File: src/logic/cs_pkg.sv
/*
 Package for the charger status register bank: register offsets, field
 positions, reset values, condition codes and the carrier struct.
 Assumes a single clock domain and an 8-bit register port.
*/
`default_nettype none

package cs_pkg;

   // Register offsets
   localparam logic [7:0] CS_OFS_CHG_CTRL7 = 8'h17;
   localparam logic [7:0] CS_OFS_SUMMARY = 8'h18;
   localparam logic [7:0] CS_OFS_INPUT = 8'h19;

   // Control register fields and reset values
   localparam int CS_BETA_LSB = 5;
   localparam int CS_THM_LSB = 0;
   localparam logic [2:0] CS_BETA_RST = 3'h1;
   localparam logic [2:0] CS_THM_RST = 3'h4;
   localparam logic [7:0] CS_CTRL7_RST = 8'h24;
   localparam logic [7:0] CS_CTRL7_MASK = 8'he7;

   // Summary status bit positions
   localparam int CS_ATTACH_BIT = 7;
   localparam int CS_BATOK_BIT = 6;
   localparam int CS_PWROK_BIT = 5;
   localparam int CS_RUN_BIT = 4;

   // Input status bit positions
   localparam int CS_SUPPLY_LSB = 6;
   localparam int CS_FOLD_BIT = 4;

   // Battery condition codes
   localparam logic [2:0] CS_BAT_MISSING = 3'h0;
   localparam logic [2:0] CS_BAT_DETECT = 3'h1;
   localparam logic [2:0] CS_BAT_RSVD = 3'h6;
   localparam logic [2:0] CS_BAT_IN_RESET = 3'h7;

   // Input supply states
   localparam logic [1:0] CS_SUP_UNDERVOLT = 2'h0;
   localparam logic [1:0] CS_SUP_HEADROOM = 2'h1;
   localparam logic [1:0] CS_SUP_OVERVOLT = 2'h2;
   localparam logic [1:0] CS_SUP_VALID = 2'h3;

   // Battery temperature zones
   localparam logic [2:0] CS_TZ_NOMINAL = 3'h0;
   localparam logic [2:0] CS_TZ_COLD = 3'h1;
   localparam logic [2:0] CS_TZ_COOL = 3'h2;
   localparam logic [2:0] CS_TZ_WARM = 3'h3;
   localparam logic [2:0] CS_TZ_HOT = 3'h4;

   // Safety timer states
   localparam logic [1:0] CS_TMR_NO_EFFECT = 2'h0;

   // Die threshold decode: base and step in degrees C
   localparam logic [7:0] CS_THM_BASE_C = 8'h50;
   localparam logic [7:0] CS_THM_STEP_C = 8'h05;

   // Conditions arriving from the analog side
   typedef struct packed {
      logic battery_attach;
      logic [2:0] battery_condition_code;
      logic [1:0] input_supply_state;
      logic [2:0] battery_temp_zone;
      logic [1:0] safety_timer_state;
      logic input_current_limit_hit;
      logic [7:0] die_temp_c;
   } cs_cond_t;

   localparam cs_cond_t CS_COND_RST = '{
      battery_attach: 1'b0,
      battery_condition_code: CS_BAT_IN_RESET,
      input_supply_state: CS_SUP_UNDERVOLT,
      battery_temp_zone: CS_TZ_NOMINAL,
      safety_timer_state: CS_TMR_NO_EFFECT,
      input_current_limit_hit: 1'b0,
      die_temp_c: 8'h00
   };

   // Derived summary flags
   typedef struct packed {
      logic battery_attach_flag;
      logic battery_valid;
      logic input_power_good;
      logic charger_running_flag;
      logic thermal_foldback_flag;
   } cs_flags_t;

   // Host register access
   typedef struct packed {
      logic rd;
      logic wr;
      logic [7:0] addr;
      logic [7:0] wdata;
   } cs_req_t;

endpackage

`default_nettype wire

File: src/logic/cs_status_regs.sv
/*
 Charger status register bank. Holds the control register with the
 thermistor beta and die threshold selects, and the two read-only
 charger status registers whose flags derive from condition codes.
 Assumes condition inputs arrive asynchronously from the analog side
 and that the host reaches registers through the device's serial
 slave, which presents a single-cycle read or write strobe here.
*/
`timescale 1ns/1ps
`default_nettype none

module cs_status_regs
   import cs_pkg::*;
(
   // Clock, reset, enable
   input wire logic clock,
   input wire logic rst_n,
   input wire logic ce,
   // Host register port
   input wire logic reg_rd,
   input wire logic reg_wr,
   input wire logic [7:0] reg_addr,
   input wire logic [7:0] reg_wdata,
   output logic [7:0] reg_rdata,
   output logic reg_rvalid,
   // Analog condition levels
   input wire logic battery_attach,
   input wire logic [2:0] battery_condition_code,
   input wire logic [1:0] input_supply_state,
   input wire logic [2:0] battery_temp_zone,
   input wire logic [1:0] safety_timer_state,
   input wire logic input_current_limit_hit,
   input wire logic [7:0] die_temp_c,
   // Decoded settings and flags
   output logic [12:0] thermistor_beta_value,
   output logic [7:0] die_heat_threshold_c,
   output logic charger_running_flag,
   output logic thermal_foldback_flag,
   output logic input_power_good,
   output logic status_readable
);

   cs_cond_t cond_raw;
   cs_cond_t cond;
   cs_req_t req;
   cs_flags_t flags;
   logic [7:0] ctrl7_ff;
   logic [7:0] nxt_ctrl7;
   logic [7:0] rdata_ff;
   logic [7:0] nxt_rdata;
   logic rvalid_ff;
   logic [12:0] beta_ff;
   logic [7:0] thresh_ff;
   logic run_ff;
   logic fold_ff;
   logic pwr_ff;
   logic readable_ff;
   logic [2:0] beta_sel;
   logic [2:0] thm_sel;
   logic [12:0] beta_dec;
   logic [7:0] thresh_dec;
   logic [7:0] summary_word;
   logic [7:0] input_word;
   logic temp_suspend;
   logic timer_suspend;

   // Gather the asynchronous conditions
   always_comb
   begin
      cond_raw.battery_attach = battery_attach;
      cond_raw.battery_condition_code = battery_condition_code;
      cond_raw.input_supply_state = input_supply_state;
      cond_raw.battery_temp_zone = battery_temp_zone;
      cond_raw.safety_timer_state = safety_timer_state;
      cond_raw.input_current_limit_hit = input_current_limit_hit;
      cond_raw.die_temp_c = die_temp_c;
   end

   // Bring conditions into the clock domain
   cs_sync #(
      .WIDTH($bits(cs_cond_t)),
      .RST_VAL(CS_COND_RST)
   ) u_sync (
      .clock(clock),
      .rst_n(rst_n),
      .ce(ce),
      .d(cond_raw),
      .q(cond)
   );

   // Host request bundle
   always_comb
   begin
      req.rd = reg_rd;
      req.wr = reg_wr;
      req.addr = reg_addr;
      req.wdata = reg_wdata;
   end

   // Select fields of the control register
   assign beta_sel = ctrl7_ff[CS_BETA_LSB +: 3];
   assign thm_sel = ctrl7_ff[CS_THM_LSB +: 3];

   cs_decode u_decode (
      .thermistor_beta_sel(beta_sel),
      .die_heat_threshold_sel(thm_sel),
      .beta_value_k(beta_dec),
      .threshold_c(thresh_dec)
   );

   // Suspend conditions for the charger
   always_comb
   begin
      temp_suspend = 1'b0;
      case (cond.battery_temp_zone)
         CS_TZ_COLD: temp_suspend = 1'b1;
         CS_TZ_HOT: temp_suspend = 1'b1;
         CS_TZ_NOMINAL, CS_TZ_COOL, CS_TZ_WARM: temp_suspend = 1'b0;
         default: temp_suspend = 1'b0;
      endcase
   end

   // Any non-zero timer state suspends
   assign timer_suspend = (cond.safety_timer_state != CS_TMR_NO_EFFECT);

   // Summary flags straight from the codes
   always_comb
   begin
      flags.battery_attach_flag = cond.battery_attach;
      flags.battery_valid = 1'b1;
      case (cond.battery_condition_code)
         CS_BAT_MISSING: flags.battery_valid = 1'b0;
         CS_BAT_IN_RESET: flags.battery_valid = 1'b0;
         default: flags.battery_valid = 1'b1;
      endcase
      flags.input_power_good =
         (cond.input_supply_state == CS_SUP_VALID);
      flags.charger_running_flag = !(temp_suspend || timer_suspend);
      flags.thermal_foldback_flag = (cond.die_temp_c > thresh_dec);
   end

   // Register images, reserved bits at zero
   always_comb
   begin
      summary_word = 8'h00;
      summary_word[CS_ATTACH_BIT] = flags.battery_attach_flag;
      summary_word[CS_BATOK_BIT] = flags.battery_valid;
      summary_word[CS_PWROK_BIT] = flags.input_power_good;
      summary_word[CS_RUN_BIT] = flags.charger_running_flag;
   end

   always_comb
   begin
      input_word = 8'h00;
      input_word[CS_SUPPLY_LSB +: 2] = cond.input_supply_state;
      input_word[CS_FOLD_BIT] = flags.thermal_foldback_flag;
   end

   // Control register write; status offsets take no write
   always_comb
   begin
      nxt_ctrl7 = ctrl7_ff;
      if (req.wr && req.addr == CS_OFS_CHG_CTRL7)
      begin
         nxt_ctrl7 = req.wdata & CS_CTRL7_MASK;
      end
   end

   always_ff @(posedge clock)
   begin
      if (!rst_n)
      begin
         ctrl7_ff <= CS_CTRL7_RST;
      end
      else if (ce)
      begin
         ctrl7_ff <= nxt_ctrl7;
      end
   end

   // Read mux, built in the request cycle
   always_comb
   begin
      case (req.addr)
         CS_OFS_CHG_CTRL7: nxt_rdata = ctrl7_ff;
         CS_OFS_SUMMARY: nxt_rdata = summary_word;
         CS_OFS_INPUT: nxt_rdata = input_word;
         default: nxt_rdata = 8'h00;
      endcase
   end

   always_ff @(posedge clock)
   begin
      if (!rst_n)
      begin
         rdata_ff <= 8'h00;
         rvalid_ff <= 1'b0;
      end
      else if (ce)
      begin
         rvalid_ff <= req.rd;
         if (req.rd)
         begin
            rdata_ff <= nxt_rdata;
         end
      end
   end

   // Decoded settings held for the analog side
   always_ff @(posedge clock)
   begin
      if (!rst_n)
      begin
         beta_ff <= 13'he1a;
         thresh_ff <= 8'h64;
      end
      else if (ce)
      begin
         beta_ff <= beta_dec;
         thresh_ff <= thresh_dec;
      end
   end

   // Flag outputs, reset to the register defaults
   always_ff @(posedge clock)
   begin
      if (!rst_n)
      begin
         run_ff <= 1'b1;
         fold_ff <= 1'b0;
         pwr_ff <= 1'b0;
         readable_ff <= 1'b1;
      end
      else if (ce)
      begin
         run_ff <= flags.charger_running_flag;
         fold_ff <= flags.thermal_foldback_flag;
         pwr_ff <= flags.input_power_good;
         readable_ff <= !cond.input_current_limit_hit;
      end
   end

   assign reg_rdata = rdata_ff;
   assign reg_rvalid = rvalid_ff;
   assign thermistor_beta_value = beta_ff;
   assign die_heat_threshold_c = thresh_ff;
   assign charger_running_flag = run_ff;
   assign thermal_foldback_flag = fold_ff;
   assign input_power_good = pwr_ff;
   assign status_readable = readable_ff;

endmodule

`default_nettype wire

File: src/logic/cs_sync.sv
/*
 Two flip-flop synchroniser for a group of asynchronous levels.
 Assumes the levels are quasi-static relative to the clock.
*/
`timescale 1ns/1ps
`default_nettype none

module cs_sync
   import cs_pkg::*;
#(
   parameter int WIDTH = 1,
   parameter logic [WIDTH-1:0] RST_VAL = '0
)
(
   // Clock, reset, enable
   input wire logic clock,
   input wire logic rst_n,
   input wire logic ce,
   // Levels
   input wire logic [WIDTH-1:0] d,
   output logic [WIDTH-1:0] q
);

   logic [WIDTH-1:0] meta_ff;
   logic [WIDTH-1:0] q_ff;

   // First stage feeds only the second
   always_ff @(posedge clock)
   begin
      if (!rst_n)
      begin
         meta_ff <= RST_VAL;
         q_ff <= RST_VAL;
      end
      else if (ce)
      begin
         meta_ff <= d;
         q_ff <= meta_ff;
      end
   end

   assign q = q_ff;

endmodule

`default_nettype wire

File: src/logic/cs_decode.sv
/*
 Decoders for the thermistor beta select and die threshold select.
 Assumes select codes come from registers in the same clock domain.
*/
`timescale 1ns/1ps
`default_nettype none

module cs_decode
   import cs_pkg::*;
(
   // Selects
   input wire logic [2:0] thermistor_beta_sel,
   input wire logic [2:0] die_heat_threshold_sel,
   // Decoded values
   output logic [12:0] beta_value_k,
   output logic [7:0] threshold_c
);

   // Beta table, rising with the code
   always_comb
   begin
      case (thermistor_beta_sel)
         3'h0: beta_value_k = 13'd3434;
         3'h1: beta_value_k = 13'd3610;
         3'h2: beta_value_k = 13'd3934;
         3'h3: beta_value_k = 13'd3950;
         3'h4: beta_value_k = 13'd4100;
         3'h5: beta_value_k = 13'd4311;
         3'h6: beta_value_k = 13'd4543;
         3'h7: beta_value_k = 13'd4750;
         default: beta_value_k = 13'd3434;
      endcase
   end

   // Base plus step per code
   logic [7:0] step_prod;
   assign step_prod = 8'(CS_THM_STEP_C * {5'h00, die_heat_threshold_sel});
   assign threshold_c = 8'(CS_THM_BASE_C + step_prod);

endmodule

`default_nettype wire

File: config.mk
export PLATFORM = sky130hd
export DESIGN_NAME = cs_status_regs
export DESIGN_NICKNAME = d
export VERILOG_FILES = /design/src/logic/cs_pkg.sv /design/src/logic/cs_status_regs.sv /design/src/logic/cs_sync.sv /design/src/logic/cs_decode.sv
export SDC_FILE = /design/constraint.sdc
export NUM_CORES = 1
export LEC_CHECK = 0
export BUFFER_PORTS_ARGS = -buffer_cell sky130_fd_sc_hd__buf_2
export CAP_MARGIN = 20
export CORE_MARGIN = 2
export CORE_UTILIZATION = 45
export DETAILED_ROUTE_END_ITERATION = 16
export PLACE_DENSITY = 0.68
export SLEW_MARGIN = 20
export SYNTH_ARGS = -nofsm -noshare
export SYNTH_HDL_FRONTEND = slang
export SYNTH_SLANG_ARGS = --single-unit
File: constraint.sdc
create_clock -name clock -period 4.3 [get_ports clock]
set_input_delay 1.075 -clock clock [delete_from_list [all_inputs] [get_ports clock]]
set_output_delay 1.075 -clock clock [all_outputs]
set_load 0.03 [all_outputs]
==> impl_metrics.toml, run 1 <==
[run_status]
status = "complete, no violations"

[placement]
port_buffers = 71
place_area_sq_um = 3760
dpl.hpwl_microns = 4560
gp_congestion = 0.771

[worst_setup_path]
r2r_start = "ctrl7_ff[2]"
reg2reg_depth = 8
path_max_fanout = 8
path_class = "reg -> reg"
critPathArrivalTime_ps = 2600
end_kind = "register"
start_kind = "register"
cp-startpoint = "ctrl7_ff[2]"
critical_path_required_ps = 4540

[sta]
slew_viol_final = 0
relSlewSlack_pct = 46.2
rsz0062_at_grt = "false"
hold_slack_ps = 477
final_hold_viol_count = 0
clock.fmax_mhz = 423
finalCritPeriodShare_pct = 55.0
fin_tns_setup_ps = 0
finalSetupViolCount = 0
period_needed_ps = 2360
tightest_slew_ps = 807
finClkSkew_ps = 6.09

[clocking]
clock_path_buffers = 2
htree_levels = 3
cts_tree = "done"
cts_sinks = 78
cts_resized = 0
clk_latency_ps = 350
cts_made_buffers = 9
cts.hold.buffers_added = 0
cts.clk_slew.worst_paths_ps = 80
cts_setup_buffers = 0
root_buffer = "clkbuf_8"

[global_routing]
gr-total-overflow = 0
grt_start_max_net_pins = 55
grt_util_all_layers_pct = 16.6
grt_pass1_wl_microns = 10900
grt_antenna_before_repair = 0
grt_pass1_vias = 2359

[cells_and_area]
fin_nets = 459
area_delta_synth_final_pct = 18.6
drive_gt1_share_pct = 23.0
antenna-diode-count = 0
final_area_sq_um = 4000
fill_cells = 683

[yosys]
synth_area_leaders = "dfxtp_1 46%, mux2i_1 15%, nor2b_1 8.5%, ha_1 5.6%, nand2_1 3.7%"
yosysSeqAreaShare_pct = 46.3
syn_inst = 340
syn_area_sq_um = 3370
avgSynthCellArea_sq_um = 9.91
synth.yosys.warnings = 0
syn_nets = 396
yosysTopAreaCell = "dfxtp_1"
ys_ff_latch = 78
synth_top_area_share_pct = 46.3
synth_cell_type_count = 42

[routing]
viasPerCell = 4.86
wirelength_microns = 6460
drc_errors = 0
avgRoutedWirePerCell_microns = 12.7
firstDrtPassIters = 4
drt_iter0_markers = 88
vias = 2466
drtAntennaViolNets = 0

[power]
power_leakage_nw = 1.73
internal_power_mw = 1.18
seqPwrFrac_pct = 50.1
ir_worst_vdd_mv = 0.166
p_sw_uw = 327
pwr-share-comb_pct = 7.3
p_per_area_nw_per_um2 = 376
p_sw_share_pct = 21.8
p_total_mw = 1.50
pwr-share-clk_pct = 42.5

[min_path]
min_path_cells = 2
holdCritStartpoint = "die_heat_threshold_c[2]"
min_path_type = "reg -> reg"

[floorplanning]
initial_core_util_pct = 46.5
die_h_microns = 90.5
num_rows = 31
fp.dieArea_sq_um = 8200
core_sq_um = 7250
dieWidth_microns = 90.5
pin_count = 75

[run]
maxCapViolations = 0
power groups by stage:
stage          registers (mW)  logic [mW]  clock network, mW
2_1_floorplan           0.774      0.0731                  0
3_3_place_gp            0.771       0.110                  0
3_5_place_dp            0.771       0.112                  0
4_1_cts                 0.755       0.112              0.658
5_1_grt                 0.757       0.123              0.694
6_report                0.755       0.110              0.640
metal layers:
layer  GRT usage (%)  wire [microns]  vias to the layer above
li1                -               -                     1293
met2            26.6            2960                       63
met3            4.84             318                        8
met5               0               0                        -
met1            20.2            3070                     1102
met4            8.85             109                        0
layout by cell type (no fill, tap or decap), types with 2 or more instances in the layout:
| cell type | netlist | final |
|---|---|---|
| o21ai_0 | 14 | 14 |
| a21boi_0 | 5 | 5 |
| and2_1 | 2 | 2 |
| nor2b_1 | 46 | 46 |
| nor3_1 | 3 | 3 |
| a21oi_1 | 12 | 12 |
| mux2i_1 | 50 | 50 |
| o211ai_1 | 3 | 3 |
| clkinv_2 | 0 | 3 |
| inv_1 | 11 | 11 |
| nand4b_1 | 2 | 2 |
| nand2b_1 | 5 | 5 |
| nand2_1 | 33 | 33 |
| clkbuf_8 | 0 | 9 |
| o22ai_1 | 2 | 2 |
| nor2_1 | 5 | 5 |
| buf_4 | 3 | 3 |
| a22oi_1 | 4 | 4 |
| or3_1 | 2 | 2 |
| and3_1 | 2 | 2 |
| buf_2 | 6 | 70 |
| nand3_1 | 6 | 6 |
| nand4_1 | 2 | 2 |
| bufinv_16 | 0 | 3 |
| dfxtp_1 | 78 | 78 |
| ha_1 | 15 | 15 |
area by class of cell:
class                           instances  area (sq um)  share of cell area, %
Multi-Input combinational cell        230          1660                   41.6
Sequential cell                        78          1560                   39.0
Timing Repair Buffer                   73           373                   9.32
Clock buffer                            9           124                   3.10
Tap cell                               99           124                   3.10
Clock inverter                          7           113                   2.82
Inverter                               11          41.3                   1.03
cell usage after synthesis, drive strengths merged:
cell type / count
nor2b: 46
nand3b: 1
buf: 10
a21boi: 5
a22oi: 4
and4: 1
a41o: 1
ha: 15
nand4b: 2
or3: 2
clkbuf: 11
and3b: 1
mux2: 1
o211a: 1
a31oi: 1
nor4b: 1
nand2b: 5
o32ai: 1
conb: 1
nand3: 6
o21a: 1
inv: 11
nand4: 2
o21ai: 14
nor2: 5
dfxtp: 78
xnor2: 1
and3: 2
nor3: 3
nand2: 33
and4b: 2
nor3b: 1
o211ai: 3
a22o: 1
o22ai: 2
a21oi: 12
mux2i: 50
and2: 2
a221oi: 1
sequential cells by signal (all words and copies together), names as in the netlist:
| register | count |
|---|---|
| thermal_foldback_flag | 1 |
| reg_rvalid | 1 |
| reg_rdata | 7 |
| charger_running_flag | 1 |
| die_heat_threshold_c | 8 |
| u_sync.q | 20 |
| status_readable | 1 |
| input_power_good | 1 |
| u_sync.meta_ff | 20 |
| ctrl7_ff | 6 |
| thermistor_beta_value | 12 |
stage by stage:
step           utilization (%)  std cells  setup WS (ps)
4_1_cts                   55.1        507           1950
3_5_place_dp              51.9        491           1650
6_report                  55.1        507           1940
5_1_grt                   55.1        507           1810
3_3_place_gp              51.9        491           1650
2_1_floorplan                -        340           2210
cells by family after synthesis:
logic type      share of synthesized area [%]
fa+ha+maj                                5.57
simple gates                             19.3
buf+inv                                  4.34
flops                                    46.3
xor+xnor                                0.260
compound gates                           8.91
mux                                      15.2
other cells                             0.111
worst max-delay path: stages, from the launching register on:
cell	delay, ps
dfxtp_1	520
ha_1	220
ha_1	170
inv_1	50
ha_1	290
ha_1	280
nand2_1	80
or3_1	410
a41o_1	250
path summary, 6_finish.rpt:
kind	end	slack [ps]
worst max-delay path	thermal_foldback_flag	1940
worst min register to register	die_heat_threshold_c[2]	480
worst max register to register	thermal_foldback_flag	1940
worst min-delay path	die_heat_threshold_c[2]	480
Power figures use the tool's default switching activity.
==> run 2: changes to the inputs <==
clock period = 2.3 ns   (was 4.3 ns; I/O delays follow)
==> run 2 against run 1 <==
Count of clock-buffer cells in the layout grew 2. Largest power group unchanged. Wire length rose by 1.7%. Via count increased by 2.3%. Non-clock buffer count is 4 higher. Worst hold slack worse by 42 ps. Total power grew 85%. Critical path type unchanged. Cell area is 1.1% higher.
==> impl_metrics.toml, run 2 (synthesis results as in run 1) <==
[sta]
finClkSkew_ps = 8.67
rsz0062_at_grt = "false"
fin_tns_setup_ps = 0
tightest_slew_ps = 632
period_needed_ps = 2130
final_hold_viol_count = 0
clock.fmax_mhz = 469
hold_slack_ps = 435
slew_viol_final = 0
relSlewSlack_pct = 57.9
finalCritPeriodShare_pct = 92.6
finalSetupViolCount = 0

[clocking]
htree_levels = 3
cts_tree = "done"
clock_path_buffers = 2
cts.hold.buffers_added = 0
cts_made_buffers = 9
cts.clk_slew.worst_paths_ps = 80
root_buffer = "clkbuf_8"
cts_sinks = 78
clk_latency_ps = 350

[worst_setup_path]
critical_path_required_ps = 2540
reg2reg_slack_ps = 170
path_class = "reg -> reg"
path_max_fanout = 5
reg2reg_to = "thermal_foldback_flag"
reg2reg_depth = 8
end_kind = "register"
critPathArrivalTime_ps = 2370
start_kind = "register"
cp-startpoint = "ctrl7_ff[0]"
r2r_start = "ctrl7_ff[0]"

[routing]
firstDrtPassIters = 4
wirelength_microns = 6570
avgRoutedWirePerCell_microns = 12.9
viasPerCell = 4.94
vias = 2523
drt_iter0_markers = 56
drc_errors = 0
drtAntennaViolNets = 0

[global_routing]
grt_start_max_net_pins = 56
met2_usage_pct = 25.1
grt_antenna_before_repair = 0
grt_pass1_wl_microns = 11000
gr-total-overflow = 0
grt_util_all_layers_pct = 16.8
grt.busiest_layer = "met2"
grtUsageMet3_pct = 4.01
met1_usage_pct = 22.6
grt_pass1_vias = 2277

[placement]
port_buffers = 71
dpl.hpwl_microns = 4690
place_area_sq_um = 3800
gp_congestion = 0.796

[cells_and_area]
drive_gt1_share_pct = 24.0
seqCellArea_sq_um = 1570
multi_input_area_sq_um = 1660
antenna-diode-count = 0
mostFrequentLayoutCells = "77 x dfxtp_1, 70 x buf_2, 50 x mux2i_1"
area_delta_synth_final_pct = 19.9
fin_nets = 463
final_common_cell = "dfxtp_1"
fill_cells = 674
finish.utilization_pct = 55.7
final_area_sq_um = 4040

[floorplanning]
num_rows = 31
dieWidth_microns = 90.5
pin_count = 75
initial_core_util_pct = 46.5
core_sq_um = 7250
die_h_microns = 90.5
fp.dieArea_sq_um = 8200

[min_path]
holdCritStartpoint = "battery_condition_code[1]"
whs_endpoint = "u_sync.meta_ff[17]"
min_path_type = "in -> reg"
min_path_cells = 3

[run_status]
status = "complete, no violations"

[power]
p_per_area_nw_per_um2 = 690
power_leakage_nw = 1.75
ir_worst_vdd_mv = 0.378
p_total_mw = 2.79

[run]
maxCapViolations = 0
[run 2: changes by cell type in the layout (fill, tap and decap cells not counted), sizes merged]
cell    delta
bufinv     -1
clkinv     -1
buf        +4
clkbuf     +2
[run 2: area by class of cell]
type | instances | share of cell area (%)
Multi-Input combinational cell | 230 | 41.1
Sequential cell | 78 | 38.7
Timing Repair Buffer | 77 | 10.3
Clock buffer | 11 | 3.75
Tap cell | 99 | 3.07
Clock inverter | 5 | 2.01
Inverter | 11 | 1.02
[run 2: power by group]
part           leakage (nW)  switching [mW]  internal, mW
combinational          1.00           0.110         0.103
sequential            0.636          0.0223          1.39
clock                 0.116           0.495         0.670
[run 2: metal layers]
| layer | up-vias | share of wire [%] |
|---|---|---|
| li1 | 1307 | - |
| met1 | 1137 | 50 |
| met2 | 68 | 44 |
| met3 | 11 | 4.7 |
| met4 | 0 | 2.1 |
| met5 | - | 0 |
[run 2: critical path, cell delays in order (launching register included)]
cell     delay [ps]
dfxtp_4         370
ha_1            190
ha_1            200
inv_1            60
ha_1            230
ha_1            270
nand2_1          70
or3_1           390
a41o_1          250
[run 2: what timing repair did]
action | in CTS | in global routing
setup buffers | 0 | 0
resized for setup | 0 | 2
setup endpoints to repair | 0 | 2
[run 2: stage by stage]
step                      cells  setup slack, ps
final                       511              170
after global routing        511             4.46
after CTS                   511             86.6
after detailed placement    495              101
after global placement      495              127
after floorplan             340              210
[run 2: worst max path at each step]
stage / end / slack (ps) / depth (start not counted)
6_report: thermal_foldback_flag / 170 / 8
5_1_grt: thermal_foldback_flag / 4 / 8
4_1_cts: thermal_foldback_flag / 90 / 8
3_5_place_dp: thermal_foldback_flag / 100 / 8
3_3_place_gp: thermal_foldback_flag / 130 / 8
2_1_floorplan: thermal_foldback_flag / 210 / 8
==> run 3: changes to the inputs <==
CORE_ASPECT_RATIO = 0.8   (was not set)
CTS_BUF_LIST = sky130_fd_sc_hd__clkbuf_4 sky130_fd_sc_hd__clkbuf_8 sky130_fd_sc_hd__clkbuf_16   (was not set)
PLACE_DENSITY = 0.71   (was 0.68)
clock period = 1.84 ns   (was 2.3 ns; I/O delays follow)
==> run 3 against run 2 <==
The flow now finishes with violations (setup timing). Fmax rose by 8.5%. Worst hold slack worse by 100 ps. Combinational power rose by 29%. Critical endpoint is now reg_rdata[4]. Largest cell class unchanged. Largest power group unchanged. Cell count down 0.59%. Via count is 0.87% higher.
==> impl_metrics.toml, run 3 (synthesis results as in run 1) <==
[run_status]
status = "complete, but fails checks"
violations = "setup timing"

[worst_setup_path]
reg2reg_slack_ps = -120
cp_top_family = "adder cells"
reg2reg_to = "reg_rdata[4]"
r2r_start = "ctrl7_ff[2]"
path_max_fanout = 4
reg2reg_depth = 9
path_depth = 9
end_kind = "register"
critical-path-max-stage-delay_ps = 350
start_kind = "register"
crit_end = "reg_rdata[4]"
critPathArrivalTime_ps = 2240
path_cells = "ha_4, ha_4, inv_2, ha_4, nand4b_1, and3_4, o32ai_2, nand4_1, a31oi_1"
path_class = "reg -> reg"
cpMostUsedCell = "ha_4"
critPathBufInv = 1
critical_path_required_ps = 2120
cp-startpoint = "ctrl7_ff[2]"
crit_path_top_delay_cell = "dfxtp_4"

[cells_and_area]
area_delta_synth_final_pct = 23.8
drive_gt1_share_pct = 28.2
multi_input_area_sq_um = 1760
mostFrequentLayoutCells = "76 x dfxtp_1, 70 x buf_2, 50 x mux2i_1"
final_common_cell = "dfxtp_1"
antenna-diode-count = 0
fin_nets = 470
finish.utilization_pct = 57.0
fill_cells = 653
seqCellArea_sq_um = 1570

[global_routing]
grt.busiest_layer = "met2"
met2_usage_pct = 27.1
gr-total-overflow = 0
met1_usage_pct = 22.1
grt_util_all_layers_pct = 17.3
grt_pass1_wl_microns = 11000
grtUsageMet3_pct = 4.85
grt_start_max_net_pins = 29
grt_pass1_vias = 2362
grt_antenna_before_repair = 0

[power]
p_per_area_nw_per_um2 = 802
power_leakage_nw = 1.78
p_total_mw = 3.34
ir_worst_vdd_mv = 0.474

[sta]
finalCritPeriodShare_pct = 107
period_needed_ps = 1960
setup_ws_ps = -124
fin_tns_setup_ps = -160
final_hold_viol_count = 0
clock.fmax_mhz = 509
rsz0062_at_grt = "true"
hold_slack_ps = 331
slew_viol_final = 0
finalSetupViolCount = 2
finClkSkew_ps = 6.57

[run]
maxCapViolations = 0

[floorplanning]
die_h_microns = 81.4
num_rows = 28
fp.dieArea_sq_um = 8200
initial_core_util_pct = 46.0
pin_count = 75
dieWidth_microns = 101
core_sq_um = 7320

[routing]
vias = 2545
viasPerCell = 5.01
wirelength_microns = 6760
drc_errors = 0
firstDrtPassIters = 4
avgRoutedWirePerCell_microns = 13.3
drt_iter0_markers = 80
drtAntennaViolNets = 0

[placement]
gp_congestion = 0.774
dpl.hpwl_microns = 4930
port_buffers = 71

[clocking]
cts.hold.buffers_added = 0
cts_sinks = 78
cts_made_buffers = 9
clock_path_buffers = 2
clk_latency_ps = 350
cts.clk_slew.worst_paths_ps = 80
htree_levels = 3
cts_tree = "done"
root_buffer = "clkbuf_8"

[min_path]
min_path_type = "in -> reg"
holdCritStartpoint = "battery_condition_code[1]"
[run 3: cell types whose count changed in the layout (fill, tap and decap cells not counted), sizes merged]
| cell | before | now |
|---|---|---|
| buf | 77 | 84 |
| clkinv | 2 | 1 |
| clkbuf | 11 | 10 |
| bufinv | 2 | 1 |
| clkinvlp | 1 | 3 |
[run 3: layout make-up]
type,count,share of cell area (%)
timing repair buffer,84,11.5
multi-input combinational,230,42.2
inverter,11,0.990
sequential,78,37.6
clock buffer,10,3.57
tap,90,2.70
clock inverter,5,1.38
[run 3: worst min path at each step]
| stage | to | cells after the start |
|---|---|---|
| after floorplan | u_sync.meta_ff[16] | 2 |
| after global placement | die_heat_threshold_c[2] | 2 |
| after detailed placement | die_heat_threshold_c[6] | 2 |
| after CTS | u_sync.meta_ff[17] | 3 |
| after global routing | u_sync.meta_ff[17] | 3 |
| final | u_sync.meta_ff[17] | 3 |
[run 3: metal layers]
metal  vias to the layer above  part of all wire [%]
met5                         -                     0
met4                         0                   2.1
met3                        13                   4.7
met2                        57                    44
met1                      1163                    49
li1                       1312                     -
[run 3: what timing repair did]
item                                    CTS  global route
endpoints found under the setup margin    2             2
resized for setup                         3             2
buffers inserted                          0             0
pin swaps                                 3             2
[run 3: tightest hold or removal path: cells and delay by family]
kind / cells / cell delay (ps)
buf+inv: 1 / 70
simple gates: 1 / 60
mux: 1 / 60
[run 3: through the flow]
step | cell area [sq um] | worst slack, ps | std cells
2_1_floorplan | 3450 | -26.0 | 340
3_3_place_gp | 3940 | -80.0 | 493
3_5_place_dp | 3940 | -148 | 493
4_1_cts | 4150 | -128 | 508
5_1_grt | 4170 | -205 | 508
6_report | 4170 | -124 | 508
[run 3: report_power, final]
| part | internal, mW | total (mW) | switching [mW] |
|---|---|---|---|
| Sequential | 1.73 | 1.76 | 0.0295 |
| Clock | 0.698 | 1.31 | 0.608 |
| Combinational | 0.137 | 0.277 | 0.140 |
| Total | 2.57 | 3.34 | 0.777 |
